$ cat config.mk
export PLATFORM = sky130hd
export DESIGN_NAME = rxs_rx_status
export DESIGN_NICKNAME = d
export VERILOG_FILES = /design/src/rxs_pkg.sv /design/src/rxs_skid_buffer.sv /design/src/rxs_rx_status.sv
export SDC_FILE = /design/constraint.sdc
export NUM_CORES = 1
export LEC_CHECK = 0
export BUFFER_PORTS_ARGS = -buffer_cell sky130_fd_sc_hd__buf_2
export CAP_MARGIN = 30
export CORE_ASPECT_RATIO = 0.75
export CORE_MARGIN = 2
export CORE_UTILIZATION = 48
export DETAILED_ROUTE_END_ITERATION = 16
export PLACE_DENSITY = 0.85
export SETUP_SLACK_MARGIN = 0.4
export SYNTH_ARGS = -nofsm -noshare
export SYNTH_HDL_FRONTEND = slang
export SYNTH_SLANG_ARGS = --single-unit
$ cat constraint.sdc
create_clock -name clk -period 1.9 [get_ports clk]
set_input_delay 0.285 -clock clk [delete_from_list [all_inputs] [get_ports clk]]
set_output_delay 0.285 -clock clk [all_outputs]
set_load 0.02 [all_outputs]
$ cat src/rxs_pkg.sv
/*
 * Shared constants for the receive status and end-of-packet block.
 * Assumes a single 25 MHz system clock; the read clock is sampled.
 */
package rxs_pkg;
    localparam int          NUM_PORTS      = 4;
    localparam int          DATA_W         = 16;
    localparam int          LEVEL_W        = 8;
    localparam int          ADDR_W         = 5;
    localparam int          BASE_W         = 3;
    localparam int          SYNC_STAGES    = 2;
    localparam int          BUF_DEPTH      = 2;
    localparam logic [4:0]  NULL_ADDR      = 5'h1F;
    localparam logic [4:0]  WORD_LAST_EARLY = 5'h13;
    localparam logic [4:0]  WORD_LAST_LATE = 5'h18;
    localparam logic [4:0]  WORD_CNT_RESET = 5'h00;
    localparam logic        MOD_ONE_BYTE   = 1'b1;
    localparam logic        MOD_TWO_BYTES  = 1'b0;
endpackage : rxs_pkg

$ cat src/rxs_skid_buffer.sv
/*
 * Two-entry buffer with valid and ready on both sides.
 * Assumes both sides run on the same clock.
 */
`timescale 1ns/1ps
module rxs_skid_buffer #(
    parameter int WIDTH = 18
) (
    input  wire logic             clk,
    input  wire logic             rst_n,
    input  wire logic             inValid,
    output logic                  inReady,
    input  wire logic [WIDTH-1:0] inData,
    output logic                  outValid,
    input  wire logic             outReady,
    output logic      [WIDTH-1:0] outData
);
    logic [WIDTH-1:0] mem [0:1];
    logic [WIDTH-1:0] next_mem0;
    logic [WIDTH-1:0] next_mem1;
    logic [1:0]       count;
    logic [1:0]       next_count;
    logic             pushOk;
    logic             popOk;

    always_comb begin
        pushOk     = inValid && (count != 2'h2);
        popOk      = outReady && (count != 2'h0);
        next_mem0  = mem[0];
        next_mem1  = mem[1];
        next_count = count;
        if (popOk) begin
            next_mem0 = mem[1];
        end
        if (pushOk) begin
            if (count == 2'h0 || (count == 2'h1 && popOk)) begin
                next_mem0 = inData;
            end else begin
                next_mem1 = inData;
            end
        end
        case ({pushOk, popOk})
            2'b10:   next_count = count + 2'h1;
            2'b01:   next_count = count - 2'h1;
            default: next_count = count;
        endcase
    end

    always_ff @(posedge clk or negedge rst_n) begin
        if (!rst_n) begin
            mem[0] <= '0;
            mem[1] <= '0;
            count  <= 2'h0;
        end else begin
            mem[0] <= next_mem0;
            mem[1] <= next_mem1;
            count  <= next_count;
        end
    end

    assign inReady  = (count != 2'h2);
    assign outValid = (count != 2'h0);
    assign outData  = mem[0];

    AST_BUF_NO_OVERFLOW: assert property (@(posedge clk) disable iff (!rst_n)
        count <= 2'h2)
        else $error("buffer count above depth");
endmodule : rxs_skid_buffer

$ cat src/rxs_rx_status.sv
/*
 * Receive-side status and end-of-packet logic: direct cell and packet
 * available flags per port, and the word, end-of-packet and modulo
 * outputs toward the link layer.
 * Assumes the read clock arrives as a slow pin sampled by clk, and the
 * FIFO storage supplies words with start, end and odd-byte flags.
 */
`timescale 1ns/1ps
// Notes on behaviour
// - one cell-available flag per port, four
// - setting picks drop at zero or five
// - polled in-use port drops after 24/19
// - cell-available changes on read clock rise
// - packet-available high on end or threshold
// - polarity bit inverts all packet-available
// - packet-available changes on read clock rise
// - all words full except the last
// - modulo high means one upper byte
// - modulo and end used in packet mode
// - modulo floats while enable is high
// - modulo floats for null or foreign address
// - end high exactly on last word
// - start and end may coincide
// - end floats on disable or foreign address
// - end and modulo change on clock rise
// - valid output qualifies end and modulo
module rxs_rx_status
    import rxs_pkg::*;
(
    input  wire logic                         clk,
    input  wire logic                         rst_n,
    input  wire logic                         readClk,
    input  wire logic                         readEnable_n,
    input  wire logic [rxs_pkg::ADDR_W-1:0]   readAddr,
    input  wire logic [rxs_pkg::BASE_W-1:0]   port_base_address,
    input  wire logic                         posMode,
    input  wire logic                         cell_avail_early_level,
    input  wire logic                         pkt_avail_polarity_invert,
    input  wire logic [rxs_pkg::LEVEL_W-1:0]  pktAvailThreshold,
    input  wire logic [rxs_pkg::NUM_PORTS-1:0] cellInFifo,
    input  wire logic [rxs_pkg::NUM_PORTS-1:0] eopInFifo,
    input  wire logic [rxs_pkg::NUM_PORTS*rxs_pkg::LEVEL_W-1:0] fifoLevel,
    input  wire logic                         wordValid,
    output logic                              wordReady,
    input  wire logic [rxs_pkg::DATA_W-1:0]   wordData,
    input  wire logic                         wordSop,
    input  wire logic                         wordEop,
    input  wire logic                         wordOdd,
    output logic [rxs_pkg::NUM_PORTS-1:0]     direct_cell_avail,
    output logic [rxs_pkg::NUM_PORTS-1:0]     direct_pkt_avail,
    output logic [rxs_pkg::DATA_W-1:0]        rxData,
    output logic                              rxStart,
    output logic                              rxEnd,
    output logic                              rxEndOe,
    output logic                              rxMod,
    output logic                              rxModOe,
    output logic                              rxValid
);
    import rxs_pkg::*;

    localparam int BUF_W = DATA_W + 3;

    logic [SYNC_STAGES-1:0] clkSync;
    logic [SYNC_STAGES-1:0] enSync;
    logic [ADDR_W-1:0]      addrMeta;
    logic [ADDR_W-1:0]      addrSync;
    logic                   clkPrev;
    logic                   rise;

    // Every pin from the link domain is brought in through two stages.
    always_ff @(posedge clk or negedge rst_n) begin
        if (!rst_n) begin
            clkSync  <= '0;
            enSync   <= '1;
            addrMeta <= NULL_ADDR;
            addrSync <= NULL_ADDR;
            clkPrev  <= 1'b0;
        end else begin
            clkSync  <= {clkSync[0], readClk};
            enSync   <= {enSync[0], readEnable_n};
            addrMeta <= readAddr;
            addrSync <= addrMeta;
            clkPrev  <= clkSync[1];
        end
    end

    assign rise = clkSync[1] && !clkPrev;

    logic              selected;
    logic              next_selected;
    logic [1:0]        curPort;
    logic [1:0]        next_curPort;
    logic [4:0]        wordCnt;
    logic [4:0]        next_wordCnt;
    logic [NUM_PORTS-1:0] next_cellAvail;
    logic [NUM_PORTS-1:0] next_pktAvail;
    logic [DATA_W-1:0] next_rxData;
    logic              next_rxStart;
    logic              next_rxEnd;
    logic              next_rxEndOe;
    logic              next_rxMod;
    logic              next_rxModOe;
    logic              next_rxValid;
    logic              addrMine;
    logic [1:0]        addrPort;
    logic              bufValid;
    logic              bufPop;
    logic [BUF_W-1:0]  bufData;
    logic [4:0]        lastWord;
    logic              enabled;

    rxs_skid_buffer #(.WIDTH(BUF_W)) uBuf (
        .clk      (clk),
        .rst_n    (rst_n),
        .inValid  (wordValid),
        .inReady  (wordReady),
        .inData   ({wordSop, wordEop, wordOdd, wordData}),
        .outValid (bufValid),
        .outReady (bufPop),
        .outData  (bufData)
    );

    always_comb begin
        enabled  = !enSync[1];
        addrPort = addrSync[1:0];
        // The high address bits must equal the base, low two pick a port.
        addrMine = (addrSync != NULL_ADDR) &&
                   (addrSync[4:2] == port_base_address);
        lastWord = cell_avail_early_level ? WORD_LAST_LATE
                                          : WORD_LAST_EARLY;
        bufPop   = rise && selected && enabled && posMode && !rxEnd;
        next_selected = selected;
        next_curPort  = curPort;
        next_wordCnt  = wordCnt;
        next_cellAvail = direct_cell_avail;
        next_pktAvail  = direct_pkt_avail;
        next_rxData   = rxData;
        next_rxStart  = rxStart;
        next_rxEnd    = rxEnd;
        next_rxEndOe  = rxEndOe;
        next_rxMod    = rxMod;
        next_rxModOe  = rxModOe;
        next_rxValid  = rxValid;
        // All outputs except wordReady move only on a rising edge of the read clock.
        if (rise) begin
            for (int p = 0; p < NUM_PORTS; p++) begin
                next_cellAvail[p] = cellInFifo[p];
                next_pktAvail[p] = pkt_avail_polarity_invert ^
                    (eopInFifo[p] ||
                     fifoLevel[p*LEVEL_W +: LEVEL_W] >=
                     pktAvailThreshold);
            end
            if (!posMode && selected && addrMine && addrPort == curPort &&
                wordCnt >= lastWord) begin
                next_cellAvail[curPort] = 1'b0;
            end
            if (!enabled) begin
                next_selected = 1'b0;
                next_wordCnt  = WORD_CNT_RESET;
            end else if (!selected) begin
                next_selected = addrMine;
                next_curPort  = addrPort;
                next_wordCnt  = WORD_CNT_RESET;
            end else if (!posMode) begin
                next_wordCnt = wordCnt + 5'h01;
            end
            next_rxEndOe = enabled && addrMine && posMode;
            next_rxModOe = enabled && addrMine && posMode;
            if (bufPop && bufValid) begin
                next_rxValid = 1'b1;
                next_rxData  = bufData[DATA_W-1:0];
                next_rxStart = bufData[DATA_W+2];
                next_rxEnd   = bufData[DATA_W+1];
                next_rxMod   = bufData[DATA_W+1] && bufData[DATA_W]
                               ? MOD_ONE_BYTE : MOD_TWO_BYTES;
            end else begin
                // Valid stays low for one rise after an end, since the pop waits on rxEnd.
                next_rxValid = 1'b0;
                next_rxStart = 1'b0;
                next_rxEnd   = 1'b0;
                next_rxMod   = MOD_TWO_BYTES;
            end
            if (!enabled) begin
                next_rxEnd = 1'b0;
            end
        end
    end

    always_ff @(posedge clk or negedge rst_n) begin
        if (!rst_n) begin
            selected          <= 1'b0;
            curPort           <= 2'h0;
            wordCnt           <= WORD_CNT_RESET;
            direct_cell_avail <= '0;
            direct_pkt_avail  <= '0;
            rxData            <= '0;
            rxStart           <= 1'b0;
            rxEnd             <= 1'b0;
            rxEndOe           <= 1'b0;
            rxMod             <= 1'b0;
            rxModOe           <= 1'b0;
            rxValid           <= 1'b0;
        end else begin
            selected          <= next_selected;
            curPort           <= next_curPort;
            wordCnt           <= next_wordCnt;
            direct_cell_avail <= next_cellAvail;
            direct_pkt_avail  <= next_pktAvail;
            rxData            <= next_rxData;
            rxStart           <= next_rxStart;
            rxEnd             <= next_rxEnd;
            rxEndOe           <= next_rxEndOe;
            rxMod             <= next_rxMod;
            rxModOe           <= next_rxModOe;
            rxValid           <= next_rxValid;
        end
    end

    AST_STABLE_NO_RISE: assert property (@(posedge clk) disable iff (!rst_n)
        !rise |=> $stable(direct_cell_avail) && $stable(direct_pkt_avail) &&
                  $stable(rxEnd) && $stable(rxMod))
        else $error("outputs moved without a read clock rise");
    AST_MOD_ONLY_ON_END: assert property (@(posedge clk) disable iff (!rst_n)
        rxMod |-> rxEnd && rxValid)
        else $error("modulo high outside a final word");
    AST_END_WITH_VALID: assert property (@(posedge clk) disable iff (!rst_n)
        rxEnd |-> rxValid)
        else $error("end of packet without valid");
    AST_OE_DISABLED: assert property (@(posedge clk) disable iff (!rst_n)
        rise && enSync[1] |=> !rxModOe && !rxEndOe)
        else $error("modulo or end driven while enable is high level");
    AST_OE_NULL_ADDR: assert property (@(posedge clk) disable iff (!rst_n)
        rise && addrSync == NULL_ADDR |=> !rxModOe && !rxEndOe)
        else $error("outputs driven on null address");
    AST_OE_ATM: assert property (@(posedge clk) disable iff (!rst_n)
        rise && !posMode |=> !rxModOe && !rxEndOe && !rxEnd)
        else $error("packet signals used in cell mode");
    AST_PKT_INV: assert property (@(posedge clk) disable iff (!rst_n)
        rise && pkt_avail_polarity_invert && eopInFifo[0] |=>
        !direct_pkt_avail[0])
        else $error("inverted packet available wrong");
    AST_PKT_EOP: assert property (@(posedge clk) disable iff (!rst_n)
        rise && !pkt_avail_polarity_invert && eopInFifo[1] |=>
        direct_pkt_avail[1])
        else $error("packet available missing with end in fifo");
    AST_CELL_DROP: assert property (@(posedge clk) disable iff (!rst_n)
        rise && !posMode && selected && addrMine && addrPort == curPort &&
        wordCnt >= lastWord |=> !direct_cell_avail[curPort])
        else $error("cell available did not drop at level");
    AST_CELL_FOLLOW: assert property (@(posedge clk) disable iff (!rst_n)
        rise && !cellInFifo[2] |=> !direct_cell_avail[2])
        else $error("cell available high with no cell");

    COV_ONE_WORD_PKT: cover property (@(posedge clk) rxStart && rxEnd);
    COV_ODD_END: cover property (@(posedge clk) rxEnd && rxMod);
    COV_CELL_DROP: cover property (@(posedge clk)
        $fell(direct_cell_avail[0]));
    COV_STALL: cover property (@(posedge clk) wordValid && !wordReady);
endmodule : rxs_rx_status

# --- Yosys cells after proc, flatten, opt, wreduce, memory -nomap -nowiden ---
# Cells that the tools add are included.
classes:
  muxes: 19
  eq_ne: 8
  add_sub_neg: 3
  reduce_logical: 33
  order_cmp: 7
  bitwise_logic: 9
op_table:
  columns: ["cell", "count"]
  rows:
  - ["19-bit 2-to-1 mux", 3]
  - ["8-bit greater-or-equal comparator", 4]
  - ["1-bit logical AND", 17]
  - ["5-bit 2-to-1 mux", 3]
  - ["1-bit 2-to-1 mux", 9]
  - ["4-bit 2-to-1 mux", 2]
  - ["2-bit AND reduction", 3]
  - ["5-bit by 1-bit adder with 5-bit output (second input constant)", 1]
  - ["5-bit greater-or-equal comparator", 1]
  - ["1-bit logical OR", 5]
  - ["5-bit inequality test (second input constant)", 1]
  - ["4-bit bitwise AND", 1]
  - ["2-bit by 1-bit == test with 1-bit output (second input constant)", 2]
  - ["1-bit logical NOT", 4]
  - ["4-bit inverter", 1]
  - ["2-bit case mux with 2 select lines", 1]
  - ["2-bit nonzero test", 2]
  - ["1-bit XOR", 4]
  - ["3-bit == test", 1]
  - ["2-bit by 3-bit < comparator with 1-bit output (second input constant)", 1]
  - ["3-bit inequality test (second input constant)", 1]
  - ["1-bit inverter", 3]
  - ["3-bit AND reduction", 1]
  - ["2-bit by 1-bit adder with 2-bit output (second input constant)", 1]
  - ["other kinds (7)", 7]
totals:
  regBits: 92

# --- Depth between registers and ports, before layout ---
# Gate-level depths: netlist of the first run.
depth:
  depth_word: 11
  mapped_depth: 8

# --- Hierarchy ---
# From an unflattened synthesis of the first run, not the netlist that was laid out.
hier_totals:
  cells_unflattened: 436
  area_unflattened_um2: 4852.2
modules_own_cells:
  columns: ["module", "seq_area_each_um2", "instances", "cells_per_inst", "area_per_inst_um2"]
  rows:
  - ["rxs_rx_status", 1316.3, 1, 274, 2834.0]
  - ["rxs_skid_buffer", 1001.0, 1, 162, 2018.2]

# --- Least setup slack after synthesis of the first run ---
# Ideal clock, no wire load.
synth_timing:
  path_type: "flip-flop to flip-flop"
  startpoint: "reg uBuf.count[0]"
  endpoint: "reg uBuf.mem (netlist bit uBuf.outData[10])"
  setup_time_ps: 125
  arrival_ps: 1778
  setup_slack_ps: -3
  t_required_ps: 1775
  path_stages_with_launch: 7
  path_cell_list: "dfrtp_1 -> inv_1 -> ha_1 -> nor4_4 -> buf_4 -> mux2_2 -> mux2_2"
synth_via:
  elab_chain_len: 6
  word_cells_on_any_way: 11
  cone_classes: "eq/ne (2); mux (3); reduce/logical (6)"
synth_rtl:
  columns: ["item", "line", "source"]
  rows:
  - ["start: declaration", "rxs_skid_buffer.sv:21", "logic [1:0] count;"]
  - ["start signal: assignment", "rxs_skid_buffer.sv:57", "count <= next_count;"]
  - ["2-bit nonzero test", "rxs_skid_buffer.sv:28", "popOk = outReady && (count != 2'h0);"]
  - ["1-bit logical AND", "rxs_skid_buffer.sv:28", null]
  - ["1-bit logical AND", "rxs_skid_buffer.sv:36", "if (count == 2'h0 || (count == 2'h1 && popOk)) begin"]
  - ["1-bit logical OR", "rxs_skid_buffer.sv:36", null]
  - ["19-bit 2-to-1 mux", "rxs_skid_buffer.sv:36", null]
  - ["19-bit 2-to-1 mux *", "rxs_skid_buffer.sv:35", "if (pushOk) begin"]
  - ["named net uBuf.next_mem0[10]", "rxs_skid_buffer.sv:19", "logic [WIDTH-1:0] next_mem0;"]
  - ["end: declaration", "rxs_skid_buffer.sv:18", "logic [WIDTH-1:0] mem [0:1];"]
# The timed path passes the listed nets; every way through them passes the cells marked *.
# A chain may end at the register's enable or synchronous reset.

# --- Worst setup path in the final report of the first run ---
layout_timing:
  startpoint: "reg uBuf.count[1]"
  endpoint: "reg uBuf.mem (netlist bit uBuf.outData[3])"
# The elaborated chain is that of the path after synthesis.

==> metrics, run 1 <==
layout cells sized above 1=between 50% and 60%; R2R cell count=7; Worst Path Max Fanout=10; Hold Crit Start=readAddr[0]; Initial Utilization=a little under 50%; via count of the first global-routing pass=3892; status=finished, violations left; violations in the final reports=negative setup slack; pwr dens=about 1200 mW/mm2; MaxCap Viol Count=0; total nets after synthesis=a little under 500; total number of H-tree levels=3; CP bufs+invs=3; final worst-path setup slack=-0.138 ns; register area=about 0.0023 mm2; part of the total power dissipated in sequential elements=a little under two fifths; skew final=a little under 0.004 ns; Port-buffer cells=about 110; global routing met1 resource utilization=a little under a third; slowest cell on the critical path=dfrtp_1; maximum frequency from static timing analysis=~490 MHz; hpwl dp=7750 um; first drt pass iteration count=4; count of synthesis-stage warnings from yosys=0; number of filler instances in the final layout=632; RSZ-0062 raised after global routing=yes; grt met3 use=approximately 5.6%; Die ar.=roughly 0.011 mm2; Gate power share=39.6%; number of DRC violations after detailed routing=0; placer congestion estimate=around 0.82; switching power total=between 2000 and 3000 uW; top-level port count=approximately 110; path type of the worst min-delay path=in -> reg; summed instance area of the synthesized netlist=roughly 0.0047 mm2; number of nets still failing antenna checks after routing=0; ys flop type=dfrtp_1; layout-stage area growth over the synthesis result=40.5%; via count=between 3000 and 4000; worst slack after detailed placement=-0.0394 ns; later-pin clock latency in the skew report=about 0.35 ns; worst slew margin relative to its limit=between 60% and 70%; area of the core=between 0.009 and 0.01 mm2; post-route standard cell area excluding fillers=0.00657 mm2; setup TNS=-2.26 ns; cell breakdown of the critical path=inv_2 > ha_4 > nor4_4 > buf_4 > buf_12 > mux2_2 > mux2_2; Max VDD drop=slightly below 700 uV; final global-route overflow total=0; number of core rows=31; Syn Area/Cell=about 13 um2; final worst path period share=107%; number of failing hold endpoints at the final stage=0; number of antenna violations at the first check in global routing=0; startpoint type of the worst setup path=flip-flop; placed cell area=0.00555 mm2; CP required=2.13 ns; Async SR Flop Fraction=100%; wire length reported by the detailed router=between 10000 and 15000 um; total of endpoints with negative setup slack in the final report=26; clk slew on worst S/H paths=0.07 ns; arrival time of the worst setup path=~2.3 ns; net count of the finished layout=between 600 and 700; antenna diode count=0; iteration-0 DRC count of the detailed router=a little over 300; reg-to-reg setup timing slack=-0.14 ns; highest-count cells in the layout ignoring fill and taps=111 x buf_2, 79 x dfrtp_1, 59 x mux2_4; total area of multi-input combinational cells=around 0.0026 mm2; Worst Hold Depth=1; layer carrying the most global-route usage=met2; # placed instances=approximately 610; share of total power in the clock network=between 20 and 25%; sinks on the clock net=92; wire length of the first global-routing pass=20300 um; Cell Int Power=~5500 uW; clock root buffer=clkbuf_16; number of vias per cell after detailed routing=between 5 and 6; final hold slack=0.0344 ns; final critical-path required period=~2.0 ns; CTS tree=done; reg2reg end=uBuf.outData[3]$_DFF_PN0_; met2 track demand over resource=approximately 45%; beginning of the worst register-to-register path=uBuf.count[1]$_DFFE_PN0P_; cell occurring most often along the worst timing path=mux2_2; endpoint of the worst hold path=addrMeta[0]$_DFF_PN1_; Worst-Margin Slew=roughly 0.45 ns; leak pwr=about 0.0033 uW; crit path kind=reg -> reg; sequential element share of the synthesized area=about half; number of enable flip-flop cells after synthesis=0; Post-Syn Instances=361; Sw Ratio=32.0%; routed length per placed instance=~23 um; register bit total from synthesis=just over 90; all-layer global routing usage=25.4%; Die Wd=118 um; most common cell after layout, fill and taps aside=buf_2; number of buffers added by the clock tree synthesis step=9; library cells used by synthesis=45; pin count of the biggest net entering global routing=52; maximum number of buffers from clock root to sink=2; Final Max Slew Viols=0; Top Family by Delay on Critical Path=multiplexers; stage delay of the slowest cell on the critical path=about 0.40 ns; y dimension of the die=just under 90 um; endpoint class of the critical path=flip-flop; number of standard cells in the layout, taps in and fillers out=649
## synth_stat cells (2+ instances only)
cell type / instances / area share, %
a32o_1: 2 / 0.43
buf_6: 2 / 0.48
a21oi_1: 7 / 0.75
nand2b_1: 3 / 0.40
nand2_1: 15 / 1.2
nor2_1: 9 / 0.72
mux2_2: 64 / 15
a22o_1: 4 / 0.75
and3_1: 3 / 0.40
dfstp_2: 12 / 6.7
a31oi_1: 7 / 0.94
a211o_1: 2 / 0.37
o211ai_1: 3 / 0.48
nand4_1: 10 / 1.3
xnor2_1: 7 / 1.3
o311ai_0: 3 / 0.56
a21o_1: 5 / 0.80
o21ai_0: 13 / 1.4
mux2i_1: 4 / 0.86
dfrtp_1: 80 / 43
inv_1: 21 / 1.7
buf_4: 5 / 0.80
nor3_1: 4 / 0.43
ha_1: 40 / 11
mux2_4: 10 / 3.2
a211oi_1: 3 / 0.48
nor2b_1: 5 / 0.67
## how the worst max path moves through the flow
stage	slack, ns	start	endpoint	cells after the start
floorplan	0.04	clkPrev$_DFF_PN0_	uBuf.outData[10]$_DFF_PN0_	6
global placement	0.06	clkPrev$_DFF_PN0_	uBuf.outData[6]$_DFF_PN0_	5
detailed placement	-0.04	uBuf.count[1]$_DFFE_PN0P_	uBuf.outData[8]$_DFF_PN0_	6
CTS	0.03	clkPrev$_DFF_PN0_	uBuf.outData[8]$_DFF_PN0_	6
global route	-0.17	enSync[1]$_DFF_PN1_	uBuf.outData[3]$_DFF_PN0_	6
finish	-0.14	uBuf.count[1]$_DFFE_PN0P_	uBuf.outData[3]$_DFF_PN0_	7
## per-layer routing
metal  vias to the layer above  part of all wire (%)
met2                       210                    50
met4                         0                   5.6
met1                      1870                    38
met3                        79                   6.3
li1                       1618                     -
met5                         -                     0
## cell families after synthesis
family                   synth area share (%)
AO/OA/AOI/OAI                            7.70
multiplexers                             19.5
AND/OR/NAND/NOR                          7.62
buffers and inverters                    3.66
flip-flops                               49.5
XOR/XNOR                                 1.31
adder cells (fa/ha/maj)                  10.7
## worst reg2reg max path, cell delays in order, from the launching register on
cell and delay, ns:
dfrtp_1 0.40, inv_2 0.08, ha_4 0.19, nor4_4 0.27, buf_4 0.22, buf_12 0.15, mux2_2 0.35, mux2_2 0.27
## per-stage QoR
stage | total power [uW] | utilization, %
6_report | 8120 | 68.6
5_1_grt | 8430 | 68.6
4_1_cts | 7590 | 66.0
3_5_place_dp | 5410 | 58.0
3_3_place_gp | 5240 | 58.0
2_1_floorplan | 4700 | -
## flip-flops by register name, summed over array words and instances (netlist names), 2 cells and up
name / cells
addrMeta: 5
addrSync: 5
clkSync: 2
curPort: 2
direct_cell_avail: 4
direct_pkt_avail: 4
enSync: 2
rxData: 16
uBuf.count: 2
uBuf.mem: 19
uBuf.outData: 19
wordCnt: 5
## area by class of cell
class | count | share of cell area [%]
Timing Repair Buffer | 151 | 16.9
Inverter | 21 | 1.20
Clock inverter | 3 | 0.362
Clock buffer | 13 | 4.30
Tap cell | 132 | 2.51
Multi-Input combinational cell | 237 | 39.4
Sequential cell | 92 | 35.3
## power groups by stage
stage / clock, uW / combinational [uW] / sequential (uW)
6_report: 1840 / 3220 / 3060
5_1_grt: 1940 / 3380 / 3120
4_1_cts: 1840 / 2750 / 3000
3_5_place_dp: 0 / 2400 / 3010
3_3_place_gp: 0 / 2280 / 2950
2_1_floorplan: 0 / 1590 / 3110
## timing repair
action / CTS / global route
gates resized for setup: 39 / 59
endpoints found under the hold margin: 19 / 0
cloned: 7 / 1
pin swaps: 5 / 8
endpoints found under the setup margin: 64 / 71
setup buffers: 15 / 2
hold buffers: 1 / 0
Note: power is estimated with default switching activity, not from simulation.
==> inputs of run 2 (changes only) <==
- CELL_PAD_IN_SITES_DETAIL_PLACEMENT: unset -> 1
- CELL_PAD_IN_SITES_GLOBAL_PLACEMENT: unset -> 1
- CORE_UTILIZATION: 48 -> 39
- PLACE_DENSITY: 0.85 -> 0.86
==> run 2 against run 1 <==
Compared with the run above:
- the run still ends with negative setup slack left
- sequential share of layout area shrank 0.066 points
- via count down 1.9%
- sequential power up 1%
- power increased by 2.8%
- sequential cell count is the same
- setup slack got worse by 0.079 ns
- maximum frequency is 3.7% lower
- critical path depth did not move
- count of clock-buffer cells in the layout fell by 1
- utilization decreased by 12 points
- die area up 22%
- clock skew grew 0.0086 ns
- critical path type unchanged
==> metrics, run 2 (synthesis results as in run 1) <==
worst slew margin relative to its limit=60.2%; Max VDD drop=about 770 uV; sinks on the clock net=92; final worst-path setup slack=-0.218 ns; y dimension of the die=~100 um; number of antenna violations at the first check in global routing=0; startpoint type of the worst setup path=flip-flop; path type of the worst min-delay path=in -> reg; number of buffers added by the clock tree synthesis step=9; Die ar.=approximately 0.013 mm2; Worst-Margin Slew=0.597 ns; utilization after layout=between 50% and 60%; arrival time of the worst setup path=~2.4 ns; placer congestion estimate=roughly 0.81; layout-stage area growth over the synthesis result=40.7%; highest-count cells in the layout ignoring fill and taps=111 x buf_2, 80 x dfrtp_1, 57 x mux2_4; leak pwr=0.00326 uW; iteration-0 DRC count of the detailed router=around 170; beginning of the worst register-to-register path=uBuf.count[1]$_DFFE_PN0P_; routed length per placed instance=approximately 24 um; antenna diode count=0; Initial Utilization=about two fifths; Critical Path End=uBuf.outData[5]$_DFF_PN0_; Hold Crit Start=readAddr[4]; reg-to-reg setup timing slack=-0.22 ns; area of the core=between 0.01 and 0.015 mm2; wire length reported by the detailed router=16800 um; Final Max Slew Viols=0; final global-route overflow total=0; endpoint class of the critical path=flip-flop; number of standard cells in the layout, taps in and fillers out=roughly 680; top-level port count=about 110; slowest cell on the critical path=nor4_4; final hold slack=0.0335 ns; wire length of the first global-routing pass=23100 um; number of nets still failing antenna checks after routing=0; setup TNS=-5.26 ns; maximum frequency from static timing analysis=approximately 470 MHz; post-route standard cell area excluding fillers=roughly 0.0066 mm2; total of endpoints with negative setup slack in the final report=between 50 and 60; number of core rows=34; net count of the finished layout=between 600 and 700; pin count of the biggest net entering global routing=43; CP bufs+invs=3; status=finished, violations left; RSZ-0062 raised after global routing=yes; clk slew on worst S/H paths=approximately 0.070 ns; pwr dens=1270 mW/mm2; reg2reg end=uBuf.outData[5]$_DFF_PN0_; Worst Path Max Fanout=5; most common cell after layout, fill and taps aside=buf_2; via count=between 3000 and 4000; maximum number of buffers from clock root to sink=2; hpwl dp=between 9000 and 10000 um; via count of the first global-routing pass=about 4100; CP required=2.13 ns; crit path kind=reg -> reg; number of failing hold endpoints at the final stage=0; Die Wd=between 100 and 150 um; skew final=between 0.01 and 0.015 ns; placed cell area=approximately 0.0056 mm2; number of DRC violations after detailed routing=0; logic depth of the worst path, buffers included=7; CTS tree=done; final worst path period share=111%; Top Family by Delay on Critical Path=multiplexers; final critical-path required period=2.12 ns; stage delay of the slowest cell on the critical path=between 0.3 and 0.4 ns; clock root buffer=clkbuf_16; MaxCap Viol Count=0; layout cells sized above 1=~55%; later-pin clock latency in the skew report=~0.36 ns; violations in the final reports=negative setup slack; Setup crit start=uBuf.count[1]$_DFFE_PN0P_; # placed instances=between 600 and 700; number of vias per cell after detailed routing=5.42; total number of H-tree levels=3; first drt pass iteration count=4; cell breakdown of the critical path=inv_1 > ha_4 > nor4_4 > buf_4 > clkbuf_16 > mux2_4 > mux2_2; Port-buffer cells=113; all-layer global routing usage=24.1%; R2R cell count=7; number of filler instances in the final layout=~1200
run 2: how the worst min path moves through the flow:
stage | slack [ns] | depth (start not counted) | endpoint
after global placement | 0.31 | 1 | uBuf.mem[3]$_DFFE_PN0P_
after CTS | 0.03 | 1 | addrMeta[4]$_DFF_PN1_
final | 0.03 | 1 | addrMeta[4]$_DFF_PN1_
after detailed placement | 0.32 | 1 | rxData[3]$_DFFE_PN0P_
after floorplan | -0.01 | 0 | clkPrev$_DFF_PN0_
after global routing | 0.03 | 1 | addrMeta[3]$_DFF_PN1_
run 2: metal layers:
layer  vias to the layer above  wire length, um  share of wire (%)  track usage [%]
li1                       1620                -                  -                -
met1                      1930             7060                 42             29.9
met2                       118             8570                 51             41.2
met3                        37              608                3.6             4.29
met4                         0              517                3.1             10.7
met5                         -                0                  0                0
run 2: timing repair:
action,CTS,global route
setup buffers,7,8
cloned,5,5
pin swaps,2,9
gates resized for setup,24,60
hold buffers,1,0
endpoints found under the setup margin,65,71
endpoints found under the hold margin,29,0
run 2: layout make-up:
cell class,count,area (um2),area share [%]
clock inverter,4,73.8,1.12
tap,162,203,3.08
inverter,21,81.3,1.24
multi-input combinational,237,2520,38.3
timing repair buffer,156,1150,17.5
clock buffer,12,236,3.59
sequential,92,2320,35.2
run 2: stage by stage:
stage                     worst slack, ns  power (uW)
final                              -0.218        8350
after global routing               -0.268        8640
after CTS                         0.00926        7640
after detailed placement          -0.0530        5510
after global placement             0.0633        5260
after floorplan                    0.0425        4700
run 2: report_power, final:
group / switching, uW / leakage, uW / internal [uW] / total (uW)
Clock: 798 / 0.000151 / 1160 / 1950
Sequential: 492 / 0.00112 / 2610 / 3100
Combinational: 1430 / 0.00199 / 1860 / 3290
Total: 2720 / 0.00326 / 5630 / 8350
